`config.mk`:
```
export PLATFORM = sky130hd
export DESIGN_NAME = rxc_top
export DESIGN_NICKNAME = d
export VERILOG_FILES = /design/src/rtl/rxc_pkg.sv /design/src/rtl/rxc_top.sv /design/src/rtl/rxc_frame_eval.sv
export SDC_FILE = /design/constraint.sdc
export NUM_CORES = 1
export LEC_CHECK = 0
export BUFFER_PORTS_ARGS = -buffer_cell sky130_fd_sc_hd__clkbuf_2
export CAP_MARGIN = 25
export CORE_ASPECT_RATIO = 1.1
export CORE_MARGIN = 3
export CORE_UTILIZATION = 52
export CTS_CLUSTER_DIAMETER = 60
export CTS_CLUSTER_SIZE = 16
export DETAILED_ROUTE_END_ITERATION = 8
export PLACE_DENSITY = 0.9
export SYNTH_ARGS = -nofsm -noshare
export SYNTH_HDL_FRONTEND = slang
export SYNTH_SLANG_ARGS = --single-unit
```
`constraint.sdc`:
```
create_clock -name aclk -period 2.35 [get_ports aclk]
set_input_delay 0.1175 -clock aclk [delete_from_list [all_inputs] [get_ports aclk]]
set_output_delay 0.1175 -clock aclk [all_outputs]
set_load 0.01 [all_outputs]
```
`src/rtl/rxc_pkg.sv`:
```
package rxc_pkg;
   // register byte offsets on the axi4-lite bus
   localparam logic [7:0] RXC_OFS_CTRL    = 8'h00;
   localparam logic [7:0] RXC_OFS_IRQ_STS = 8'h04;
   localparam logic [7:0] RXC_OFS_IRQ_MSK = 8'h08;
   localparam logic [7:0] RXC_OFS_THRESH  = 8'h0c;
   localparam logic [7:0] RXC_OFS_DESC    = 8'h10;

   // rx_control_reg field positions
   localparam int RXC_BIT_LB_HI  = 10;
   localparam int RXC_BIT_LB_LO  = 9;
   localparam int RXC_BIT_GROUP  = 8;
   localparam int RXC_BIT_BCAST  = 7;
   localparam int RXC_BIT_LAST   = 6;
   localparam int RXC_BIT_CARR   = 5;
   localparam int RXC_BIT_COL    = 4;
   localparam int RXC_BIT_CRC    = 3;
   localparam int RXC_BIT_ALIGN  = 2;
   localparam int RXC_BIT_LOOP   = 1;
   localparam int RXC_BIT_GOOD   = 0;

   // reset value, software-writable bits, bits cleared at frame start
   localparam logic [15:0] RXC_CTRL_RST   = 16'h0000;
   localparam logic [15:0] RXC_CTRL_WMASK = 16'hfe00;
   localparam logic [15:0] RXC_START_CLR  = 16'h01cf;
   localparam logic [15:0] RXC_END_MASK   = 16'h01df;
   localparam logic [15:0] RXC_THRESH_RST = 16'h0000;
   localparam logic [15:0] RXC_DESC_RST   = 16'h0000;

   // loopback selector codes
   localparam logic [1:0] RXC_LB_NORMAL = 2'h0;
   localparam logic [1:0] RXC_LB_MAC    = 2'h1;
   localparam logic [1:0] RXC_LB_ENDEC  = 2'h2;
   localparam logic [1:0] RXC_LB_XCVR   = 2'h3;

   // interrupt status / mask layout
   localparam int         RXC_IRQ_W      = 3;
   localparam int         RXC_IRQ_STORED = 0;
   localparam int         RXC_IRQ_LAST   = 1;
   localparam int         RXC_IRQ_ERR    = 2;
   localparam logic [2:0] RXC_IRQ_RST    = 3'h0;

   // axi response codes
   localparam logic [1:0] RXC_RESP_OKAY   = 2'h0;
   localparam logic [1:0] RXC_RESP_SLVERR = 2'h2;

   typedef enum logic {RXC_RD_IDLE, RXC_RD_RESP} rxc_rd_st_t;
endpackage

```
`src/rtl/rxc_top.sv`:
```
`timescale 1ns/1ns
module rxc_top
   import rxc_pkg::*;
(
   input  wire logic        aclk,            // bus clock, 25 mhz
   input  wire logic        aresetn,         // hardware reset, active low
   input  wire logic        soft_reset,      // software reset pulse
   // axi4-lite slave
   input  wire logic [7:0]  s_axi_awaddr,    // write address
   input  wire logic        s_axi_awvalid,   // write address valid
   output logic             s_axi_awready,   // write address ready
   input  wire logic [31:0] s_axi_wdata,     // write data
   input  wire logic [3:0]  s_axi_wstrb,     // write byte strobes
   input  wire logic        s_axi_wvalid,    // write data valid
   output logic             s_axi_wready,    // write data ready
   output logic [1:0]       s_axi_bresp,     // write response
   output logic             s_axi_bvalid,    // write response valid
   input  wire logic        s_axi_bready,    // write response ready
   input  wire logic [7:0]  s_axi_araddr,    // read address
   input  wire logic        s_axi_arvalid,   // read address valid
   output logic             s_axi_arready,   // read address ready
   output logic [31:0]      s_axi_rdata,     // read data
   output logic [1:0]       s_axi_rresp,     // read response
   output logic             s_axi_rvalid,    // read data valid
   input  wire logic        s_axi_rready,    // read data ready
   // receive path
   input  wire logic        carrier_sense,   // carrier sense level
   input  wire logic        rx_start,        // next frame reception begins
   input  wire logic        rx_collision,    // collision during frame
   input  wire logic        rx_end,          // frame finished, attributes valid
   input  wire logic        rx_accept,       // address filter accepted frame
   input  wire logic        rx_dst_group,    // group destination address
   input  wire logic        rx_dst_bcast,    // broadcast destination
   input  wire logic        rx_crc_bad,      // check sequence failed
   input  wire logic        rx_odd_bits,     // not on an 8-bit boundary
   input  wire logic        rx_runt,         // below minimum length
   input  wire logic        rx_from_self,    // frame was sent by us
   input  wire logic [15:0] remaining_buffer_words, // words left in area
   // outputs to the rest of the controller
   output logic [15:0]      rx_descriptor_status,   // copied status word
   output logic             desc_status_valid,      // status write strobe
   output logic [1:0]       loopback_select,        // selector bits
   output logic             lb_mac_q,        // mac loopback active
   output logic             lb_endec_q,      // endec loopback active
   output logic             lb_xcvr_q,       // transceiver loopback active
   output logic             irq              // level interrupt
);
   // register state
   logic [15:0]          rx_control_reg_q;
   logic [15:0]          rx_control_reg_d;
   logic [15:0]          buffer_end_threshold_q;
   logic [RXC_IRQ_W-1:0] irq_sts_q;
   logic [RXC_IRQ_W-1:0] irq_sts_d;
   logic [RXC_IRQ_W-1:0] irq_msk_q;
   logic [RXC_IRQ_W-1:0] irq_ev;
   logic                 col_seen_q;

   // bus state
   logic                 aw_have_q;
   logic                 w_have_q;
   logic [7:0]           aw_addr_q;
   logic [31:0]          w_data_q;
   logic [3:0]           w_strb_q;
   logic                 wr_fire;
   logic                 wr_hit;
   rxc_rd_st_t           rd_st_q;

   // frame evaluator results
   logic [15:0]          ev_flags;
   logic                 ev_acc;
   logic                 ev_err;

   // merge a 32-bit write into a 16-bit register under byte strobes
   function automatic logic [15:0] merge16(input logic [15:0] old,
                                           input logic [31:0] data,
                                           input logic [3:0]  strb,
                                           input logic [15:0] wmask);
      logic [15:0] res;
      res = old;
      if (strb[0])
         res[7:0] = data[7:0];
      if (strb[1])
         res[15:8] = data[15:8];
      merge16 = (res & wmask) | (old & ~wmask);
   endfunction

   // five addresses are known to the bus decode
   function automatic logic addr_known(input logic [7:0] a);
      addr_known = (a == RXC_OFS_CTRL) || (a == RXC_OFS_IRQ_STS) ||
                   (a == RXC_OFS_IRQ_MSK) || (a == RXC_OFS_THRESH) ||
                   (a == RXC_OFS_DESC);
   endfunction

   // collision is remembered across the whole frame, since the pin
   // pulses may come long before the end strobe
   always_ff @(posedge aclk)
   begin
      if (!aresetn)
         col_seen_q <= 1'b0;
      else if (soft_reset || rx_start)
         col_seen_q <= rx_collision;
      else if (rx_collision)
         col_seen_q <= 1'b1;
   end

   rxc_frame_eval u_eval (
      .aclk       (aclk),
      .aresetn    (aresetn),
      .frame_end  (rx_end),
      .accept     (rx_accept),
      .dst_group  (rx_dst_group),
      .dst_bcast  (rx_dst_bcast),
      .crc_bad    (rx_crc_bad),
      .odd_bits   (rx_odd_bits),
      .runt       (rx_runt),
      .collision  (col_seen_q | rx_collision),
      .from_self  (rx_from_self),
      .lb_active  (rx_control_reg_q[RXC_BIT_LB_HI:RXC_BIT_LB_LO] != RXC_LB_NORMAL),
      .words_left (remaining_buffer_words),
      .threshold  (buffer_end_threshold_q),
      .flags_q    (ev_flags),
      .done_q     (),
      .accepted_q (ev_acc),
      .error_q    (ev_err)
   );

   // write channel: address and data are taken independently,
   // the register write happens once both are held
   assign wr_fire = aw_have_q & w_have_q & ~s_axi_bvalid;
   assign wr_hit  = wr_fire & addr_known(aw_addr_q);

   always_ff @(posedge aclk)
   begin
      if (!aresetn)
      begin
         aw_have_q     <= 1'b0;
         aw_addr_q     <= 8'h00;
         s_axi_awready <= 1'b0;
      end
      else
      begin
         if (s_axi_awvalid && s_axi_awready)
         begin
            aw_have_q <= 1'b1;
            aw_addr_q <= s_axi_awaddr;
         end
         else if (wr_fire)
            aw_have_q <= 1'b0;
         // ready drops while an address is held, so only one write runs
         s_axi_awready <= ~aw_have_q & ~(s_axi_awvalid & s_axi_awready) & ~s_axi_bvalid;
      end
   end

   always_ff @(posedge aclk)
   begin
      if (!aresetn)
      begin
         w_have_q     <= 1'b0;
         w_data_q     <= 32'h0000_0000;
         w_strb_q     <= 4'h0;
         s_axi_wready <= 1'b0;
      end
      else
      begin
         if (s_axi_wvalid && s_axi_wready)
         begin
            w_have_q <= 1'b1;
            w_data_q <= s_axi_wdata;
            w_strb_q <= s_axi_wstrb;
         end
         else if (wr_fire)
            w_have_q <= 1'b0;
         s_axi_wready <= ~w_have_q & ~(s_axi_wvalid & s_axi_wready) & ~s_axi_bvalid;
      end
   end

   // write response, slverr for an unmapped address
   always_ff @(posedge aclk)
   begin
      if (!aresetn)
      begin
         s_axi_bvalid <= 1'b0;
         s_axi_bresp  <= RXC_RESP_OKAY;
      end
      else if (wr_fire)
      begin
         s_axi_bvalid <= 1'b1;
         s_axi_bresp  <= wr_hit ? RXC_RESP_OKAY : RXC_RESP_SLVERR;
      end
      else if (s_axi_bready)
         s_axi_bvalid <= 1'b0;
   end

   // read channel: one read in flight, data registered at the address edge
   always_ff @(posedge aclk)
   begin
      if (!aresetn)
      begin
         rd_st_q       <= RXC_RD_IDLE;
         s_axi_arready <= 1'b0;
         s_axi_rvalid  <= 1'b0;
         s_axi_rdata   <= 32'h0000_0000;
         s_axi_rresp   <= RXC_RESP_OKAY;
      end
      else
      begin
         case (rd_st_q)
            RXC_RD_IDLE:
            begin
               s_axi_arready <= ~(s_axi_arvalid & s_axi_arready);
               if (s_axi_arvalid && s_axi_arready)
               begin
                  rd_st_q      <= RXC_RD_RESP;
                  s_axi_rvalid <= 1'b1;
                  s_axi_rresp  <= addr_known(s_axi_araddr) ? RXC_RESP_OKAY
                                                           : RXC_RESP_SLVERR;
                  case (s_axi_araddr)
                     RXC_OFS_CTRL:    s_axi_rdata <= {16'h0000, rx_control_reg_q};
                     RXC_OFS_IRQ_STS: s_axi_rdata <= {29'h0, irq_sts_q};
                     RXC_OFS_IRQ_MSK: s_axi_rdata <= {29'h0, irq_msk_q};
                     RXC_OFS_THRESH:  s_axi_rdata <= {16'h0000, buffer_end_threshold_q};
                     RXC_OFS_DESC:    s_axi_rdata <= {16'h0000, rx_descriptor_status};
                     default:         s_axi_rdata <= 32'h0000_0000;
                  endcase
               end
            end
            RXC_RD_RESP:
            begin
               s_axi_arready <= 1'b0;
               if (s_axi_rready)
               begin
                  s_axi_rvalid  <= 1'b0;
                  s_axi_arready <= 1'b1;
                  rd_st_q       <= RXC_RD_IDLE;
               end
            end
            default:
            begin
               rd_st_q       <= RXC_RD_IDLE;
               s_axi_arready <= 1'b0;
               s_axi_rvalid  <= 1'b0;
            end
         endcase
      end
   end

   // next value of the control/status register; frame start clears
   // first, so a frame end in the same cycle still sets its flags
   always_comb
   begin
      rx_control_reg_d = rx_control_reg_q;
      if (wr_hit && aw_addr_q == RXC_OFS_CTRL)
         rx_control_reg_d = merge16(rx_control_reg_q, w_data_q, w_strb_q,
                                    RXC_CTRL_WMASK);
      if (rx_start)
         rx_control_reg_d = rx_control_reg_d & ~RXC_START_CLR;
      if (ev_acc)
         rx_control_reg_d = (rx_control_reg_d & ~RXC_END_MASK) |
                            (ev_flags & RXC_END_MASK);
      rx_control_reg_d[RXC_BIT_CARR] = carrier_sense;
   end

   // soft_reset deliberately does not reach this register
   always_ff @(posedge aclk)
   begin
      if (!aresetn)
         rx_control_reg_q <= RXC_CTRL_RST;
      else
         rx_control_reg_q <= rx_control_reg_d;
   end

   // loopback outputs decoded from the next value so they track the register
   always_ff @(posedge aclk)
   begin
      if (!aresetn)
      begin
         loopback_select <= RXC_LB_NORMAL;
         lb_mac_q        <= 1'b0;
         lb_endec_q      <= 1'b0;
         lb_xcvr_q       <= 1'b0;
      end
      else
      begin
         loopback_select <= rx_control_reg_d[RXC_BIT_LB_HI:RXC_BIT_LB_LO];
         lb_mac_q   <= rx_control_reg_d[RXC_BIT_LB_HI:RXC_BIT_LB_LO] == RXC_LB_MAC;
         lb_endec_q <= rx_control_reg_d[RXC_BIT_LB_HI:RXC_BIT_LB_LO] == RXC_LB_ENDEC;
         lb_xcvr_q  <= rx_control_reg_d[RXC_BIT_LB_HI:RXC_BIT_LB_LO] == RXC_LB_XCVR;
      end
   end

   // descriptor status copy of the whole register for accepted frames
   always_ff @(posedge aclk)
   begin
      if (!aresetn)
      begin
         rx_descriptor_status <= RXC_DESC_RST;
         desc_status_valid    <= 1'b0;
      end
      else
      begin
         desc_status_valid <= ev_acc;
         if (ev_acc)
            rx_descriptor_status <= rx_control_reg_d;
      end
   end

   // end-of-buffer threshold used by the last-in-area compare
   always_ff @(posedge aclk)
   begin
      if (!aresetn)
         buffer_end_threshold_q <= RXC_THRESH_RST;
      else if (wr_hit && aw_addr_q == RXC_OFS_THRESH)
         buffer_end_threshold_q <= merge16(buffer_end_threshold_q, w_data_q,
                                           w_strb_q, 16'hffff);
   end

   // interrupt events; a new event beats a write-one-to-clear
   always_comb
   begin
      irq_ev = '0;
      irq_ev[RXC_IRQ_STORED] = ev_acc;
      irq_ev[RXC_IRQ_LAST]   = ev_acc & ev_flags[RXC_BIT_LAST];
      irq_ev[RXC_IRQ_ERR]    = ev_err;
      irq_sts_d = irq_sts_q;
      if (wr_hit && aw_addr_q == RXC_OFS_IRQ_STS && w_strb_q[0])
         irq_sts_d = irq_sts_q & ~w_data_q[RXC_IRQ_W-1:0];
      irq_sts_d = irq_sts_d | irq_ev;
   end

   always_ff @(posedge aclk)
   begin
      if (!aresetn)
      begin
         irq_sts_q <= RXC_IRQ_RST;
         irq_msk_q <= RXC_IRQ_RST;
      end
      else
      begin
         irq_sts_q <= irq_sts_d;
         if (wr_hit && aw_addr_q == RXC_OFS_IRQ_MSK && w_strb_q[0])
            irq_msk_q <= w_data_q[RXC_IRQ_W-1:0];
      end
   end

   // interrupt level from the next status, so a new event is not a cycle late
   always_ff @(posedge aclk)
   begin
      if (!aresetn)
         irq <= 1'b0;
      else
         irq <= |(irq_sts_d & irq_msk_q);
   end
endmodule

```
`src/rtl/rxc_frame_eval.sv`:
```
`timescale 1ns/1ns
module rxc_frame_eval
   import rxc_pkg::*;
(
   input  wire logic        aclk,        // bus clock
   input  wire logic        aresetn,     // sync reset, active low
   input  wire logic        frame_end,   // frame finished
   input  wire logic        accept,      // filter accepted the frame
   input  wire logic        dst_group,   // group destination address
   input  wire logic        dst_bcast,   // all-stations destination
   input  wire logic        crc_bad,     // check sequence failed
   input  wire logic        odd_bits,    // did not end on a byte boundary
   input  wire logic        runt,        // shorter than minimum length
   input  wire logic        collision,   // collision seen during frame
   input  wire logic        from_self,   // frame sent by this station
   input  wire logic        lb_active,   // a loopback mode is selected
   input  wire logic [15:0] words_left,  // remaining_buffer_words
   input  wire logic [15:0] threshold,   // buffer_end_threshold
   output logic      [15:0] flags_q,     // status bits for the frame
   output logic             done_q,      // one-cycle result strobe
   output logic             accepted_q,  // frame was accepted
   output logic             error_q      // accepted frame had an error
);
   logic [15:0] flags_d;
   logic        align_d;
   logic        ok_d;

   // per-frame status word, evaluated from the frame attributes
   always_comb
   begin
      flags_d = 16'h0000;
      align_d = odd_bits & crc_bad;
      ok_d    = ~crc_bad & ~collision & ~runt;
      flags_d[RXC_BIT_GROUP] = dst_group;
      flags_d[RXC_BIT_BCAST] = dst_bcast;
      flags_d[RXC_BIT_LAST]  = words_left <= threshold;
      flags_d[RXC_BIT_COL]   = collision;
      // alignment wins over crc, runts never flag crc
      flags_d[RXC_BIT_CRC]   = crc_bad & ~align_d & ~runt;
      flags_d[RXC_BIT_ALIGN] = align_d;
      flags_d[RXC_BIT_LOOP]  = lb_active & from_self & ok_d;
      flags_d[RXC_BIT_GOOD]  = ok_d;
   end

   // result is held one cycle so the register merge sees a flop
   always_ff @(posedge aclk)
   begin
      if (!aresetn)
      begin
         flags_q    <= 16'h0000;
         done_q     <= 1'b0;
         accepted_q <= 1'b0;
         error_q    <= 1'b0;
      end
      else
      begin
         done_q     <= frame_end;
         accepted_q <= frame_end & accept;
         error_q    <= frame_end & accept & ~ok_d;
         if (frame_end)
            flags_q <= flags_d;
      end
   end
endmodule

```
==> impl_metrics.csv <==
group,metric,value,unit
sta,min_period_over_period,0.913,
global_route,grt_start_max_net_pins,57,
placement,post-place-cells,797,
detailed_routing,wire_per_inst,17.7,µm
floorplanning,io_pins,151,
clock_network,cts-htree-levels,4,
critical_path,cpPeakStageDelay,0.39,ns
clock_network,clock-sinks,122,
floorplanning,rows,38,
final_layout,fin_nets,837,
clock_network,numCtsBuffers,17,
synthesis,synthTopCellsByCount,"dfxtp_1 (122), nand2_1 (100), a21boi_0 (46), o21ai_0 (34), mux2i_1 (32)",
run_status,outcome,"complete, no violations",
sta,finalSetupTns,0,ns
critical_path,crit_required,2.76,ns
synthesis,yosysTopAreaCell,"dfxtp_1",
clock_network,cts_tree,"yes",
detailed_routing,vias,4955,
synthesis,ys_seq_area_frac,0.456,
final_layout,area_growth,28.0,%
placement,gp_congestion,0.904,
placement,port_buffers,114,
synthesis,syn_area,5360,µm²
sta,max_slew_margin,0.380,
detailed_routing,drt_iter0_markers,406,
critical_path,crit_chain,"nor4_2 -> nor3b_4 -> nand4_2 -> buf_4 -> and3_1 -> o21a_1",
synthesis,synthArstFlopShare,0,
synthesis,dominantRegCellSynth,"dfxtp_1",
detailed_routing,firstDrtPassIters,5,
detailed_routing,drc,0,
placement,dp_hpwl,10000,µm
synthesis,avgSynthCellArea,9.05,µm²
final_layout,antenna_cells,0,
sta,skew,0.00659,ns
final_layout,layout-drive-gt1-share,0.223,
clock_network,post-cts-setup-buffers,0,
critical_path,crit_type,"reg -> reg",
detailed_routing,antenna_left,0,
clock_network,hold_buffers,38,
clock_network,clkLatencyLatePin,0.52,ns
global_route,grt_usage,0.276,
power_and_ir_drop,leakagePower,2.93,nW
synthesis,synthCells,592,
sta,fin_crit,2.14,ns
floorplanning,die-area,11600,µm²
sta,finalSetupViolations,0,
sta,rsz0062_at_grt,"no",
global_route,grt_pass1_wl,24800,µm
critical_path,worst_setup_path_start_kind,"flip-flop",
sta,drv_slew,0,
synthesis,ys_types,46,
global_route,grt_pass1_vias,5101,
clock_network,ctsResizeCount,0,
synthesis,ys.warnings.count,0,
sta,max_freq,466,MHz
power_and_ir_drop,vdd_drop_max,0.000476,V
power_and_ir_drop,pwr_density_cell,739,nW/µm²
sta,finalHoldViolCount,0,
critical_path,cp.arrival,2.56,ns
synthesis,synth.most_common_cell,"dfxtp_1",
floorplanning,die_w,103,µm
sta,worst_pin_slew,0.929,ns
floorplanning,core_area,9940,µm²
global_route,overflow,0,
critical_path,cp_slowest_cell,"nor3b_4",
detailed_routing,vias_per_cell,5.72,
critical_path,r2r_setup_slack,0.21,ns
synthesis,synthTopCellsByArea,"dfxtp_1 (46%), nand2_1 (7.0%), a21boi_0 (6.4%)",
global_route,antenna_found_initial,0,
clock_network,ctsRootBufferMaster,"clkbuf_8",
detailed_routing,drt_wl_total,15300,µm
synthesis,yosys.area.top_type_share,0.456,
synthesis,synth-seq-cells,122,
clock_network,clk_pin_slew,0.06,ns
synthesis,synth-edff-count,0,
final_layout,finalNonFillerCells,866,
clock_network,clockBufferDepth,2,
hold_path,min_path_type,"in -> reg",
critical_path,critPathMaxFanout,8,
floorplanning,start_util,0.539,
floorplanning,dieHeight,112,µm
critical_path,end_kind,"flip-flop",
run,maxCapViolCount,0,
## worst paths after layout
kind | to | start | cells after the start
max reg2reg | lb_xcvr_q | aw_addr_q[5] | 6
min | u_eval.flags_q[3] | rx_crc_bad | 4
max | lb_xcvr_q | aw_addr_q[5] | 6
min reg2reg | w_data_q[8] | w_data_q[8] | 2
## critical path: cells and delay by family (launching register included)
| kind | cells | cell delay, ns |
|---|---|---|
| flops | 1 | 0.32 |
| simple gates | 4 | 1.24 |
| buf+inv | 1 | 0.29 |
| compound gates | 1 | 0.19 |
## cell usage in the layout, fill, tap and decap left out, drive strengths merged, types with 4 or more instances in the layout
master and instances:
dlygate4sd3 38, nor2 22, nor3 4, o21ai 34
nand2b 4, a31oi 4, a21oi 18, nor2b 30
clkinv 6, a31o 9, buf 6, ha 16
clkbuf 137, a21boi 48, nand2 100, conb 18
nor3b 6, inv 22, nand4 6, mux2i 32
dfxtp 122, nand3 5, a211oi 5, and3 4
and2 6, a22oi 13
## registers in the layout, indices dropped and copies added (netlist names), 2 cells and up
name / flops
s_axi_rdata: 16
aw_addr_q: 8
irq_sts_q: 3
w_strb_q: 2
irq_msk_q: 3
buffer_end_threshold_q: 16
u_eval.flags_q: 8
rx_control_reg_q: 16
rx_descriptor_status: 16
w_data_q: 16
## cell families (layout without fill, tap and decap cells)
group | count (synthesis) | after routing | synth area share
AOI/OAI and AO/OA | 142 | 142 | 0.178
adders and majority gates | 16 | 16 | 0.0374
buffers and inverters | 75 | 212 | 0.0677
DFF | 122 | 122 | 0.456
muxes | 35 | 35 | 0.0724
other | 1 | 18 | 0.000700
and+or+nand+nor | 201 | 201 | 0.188
## stage by stage
step / instance area [µm²] / setup slack (ns) / hold slack [ns] / util / power (W)
after global routing: 6860 / 0.138 / 0.0645 / 0.691 / 0.00524
after floorplan: 5420 / 0.626 / 0.239 / - / 0.00244
after CTS: 6860 / 0.238 / 0.0179 / 0.691 / 0.00506
after global placement: 5910 / 0.371 / 0.342 / 0.595 / 0.00255
final: 6860 / 0.205 / 0.0398 / 0.691 / 0.00507
after detailed placement: 5910 / 0.305 / 0.360 / 0.595 / 0.00256
## final cells by class
| class | count | area, µm² |
|---|---|---|
| clock buffer | 23 | 477 |
| inverter | 23 | 86.3 |
| multi-input combinational | 412 | 2620 |
| tap | 120 | 150 |
| clock inverter | 8 | 92.6 |
| sequential | 122 | 2440 |
| timing repair buffer | 158 | 996 |
| fill | 722 | 3080 |
## power by group
group	internal, W	switching [W]	total, W	leakage, nW
combinational	0.000189	0.000219	0.000408	1.66
sequential	0.00213	0.0000514	0.00218	0.990
clock	0.00160	0.000880	0.00248	0.283
## routing by layer
metal	global-route usage	vias up	wire, µm
met5	0	-	0
met4	0.130	0	546
met3	0.0926	51	1260
met2	0.461	271	7700
met1	0.313	2323	5830
li1	-	2310	-
(Power assumes the default switching activity.)
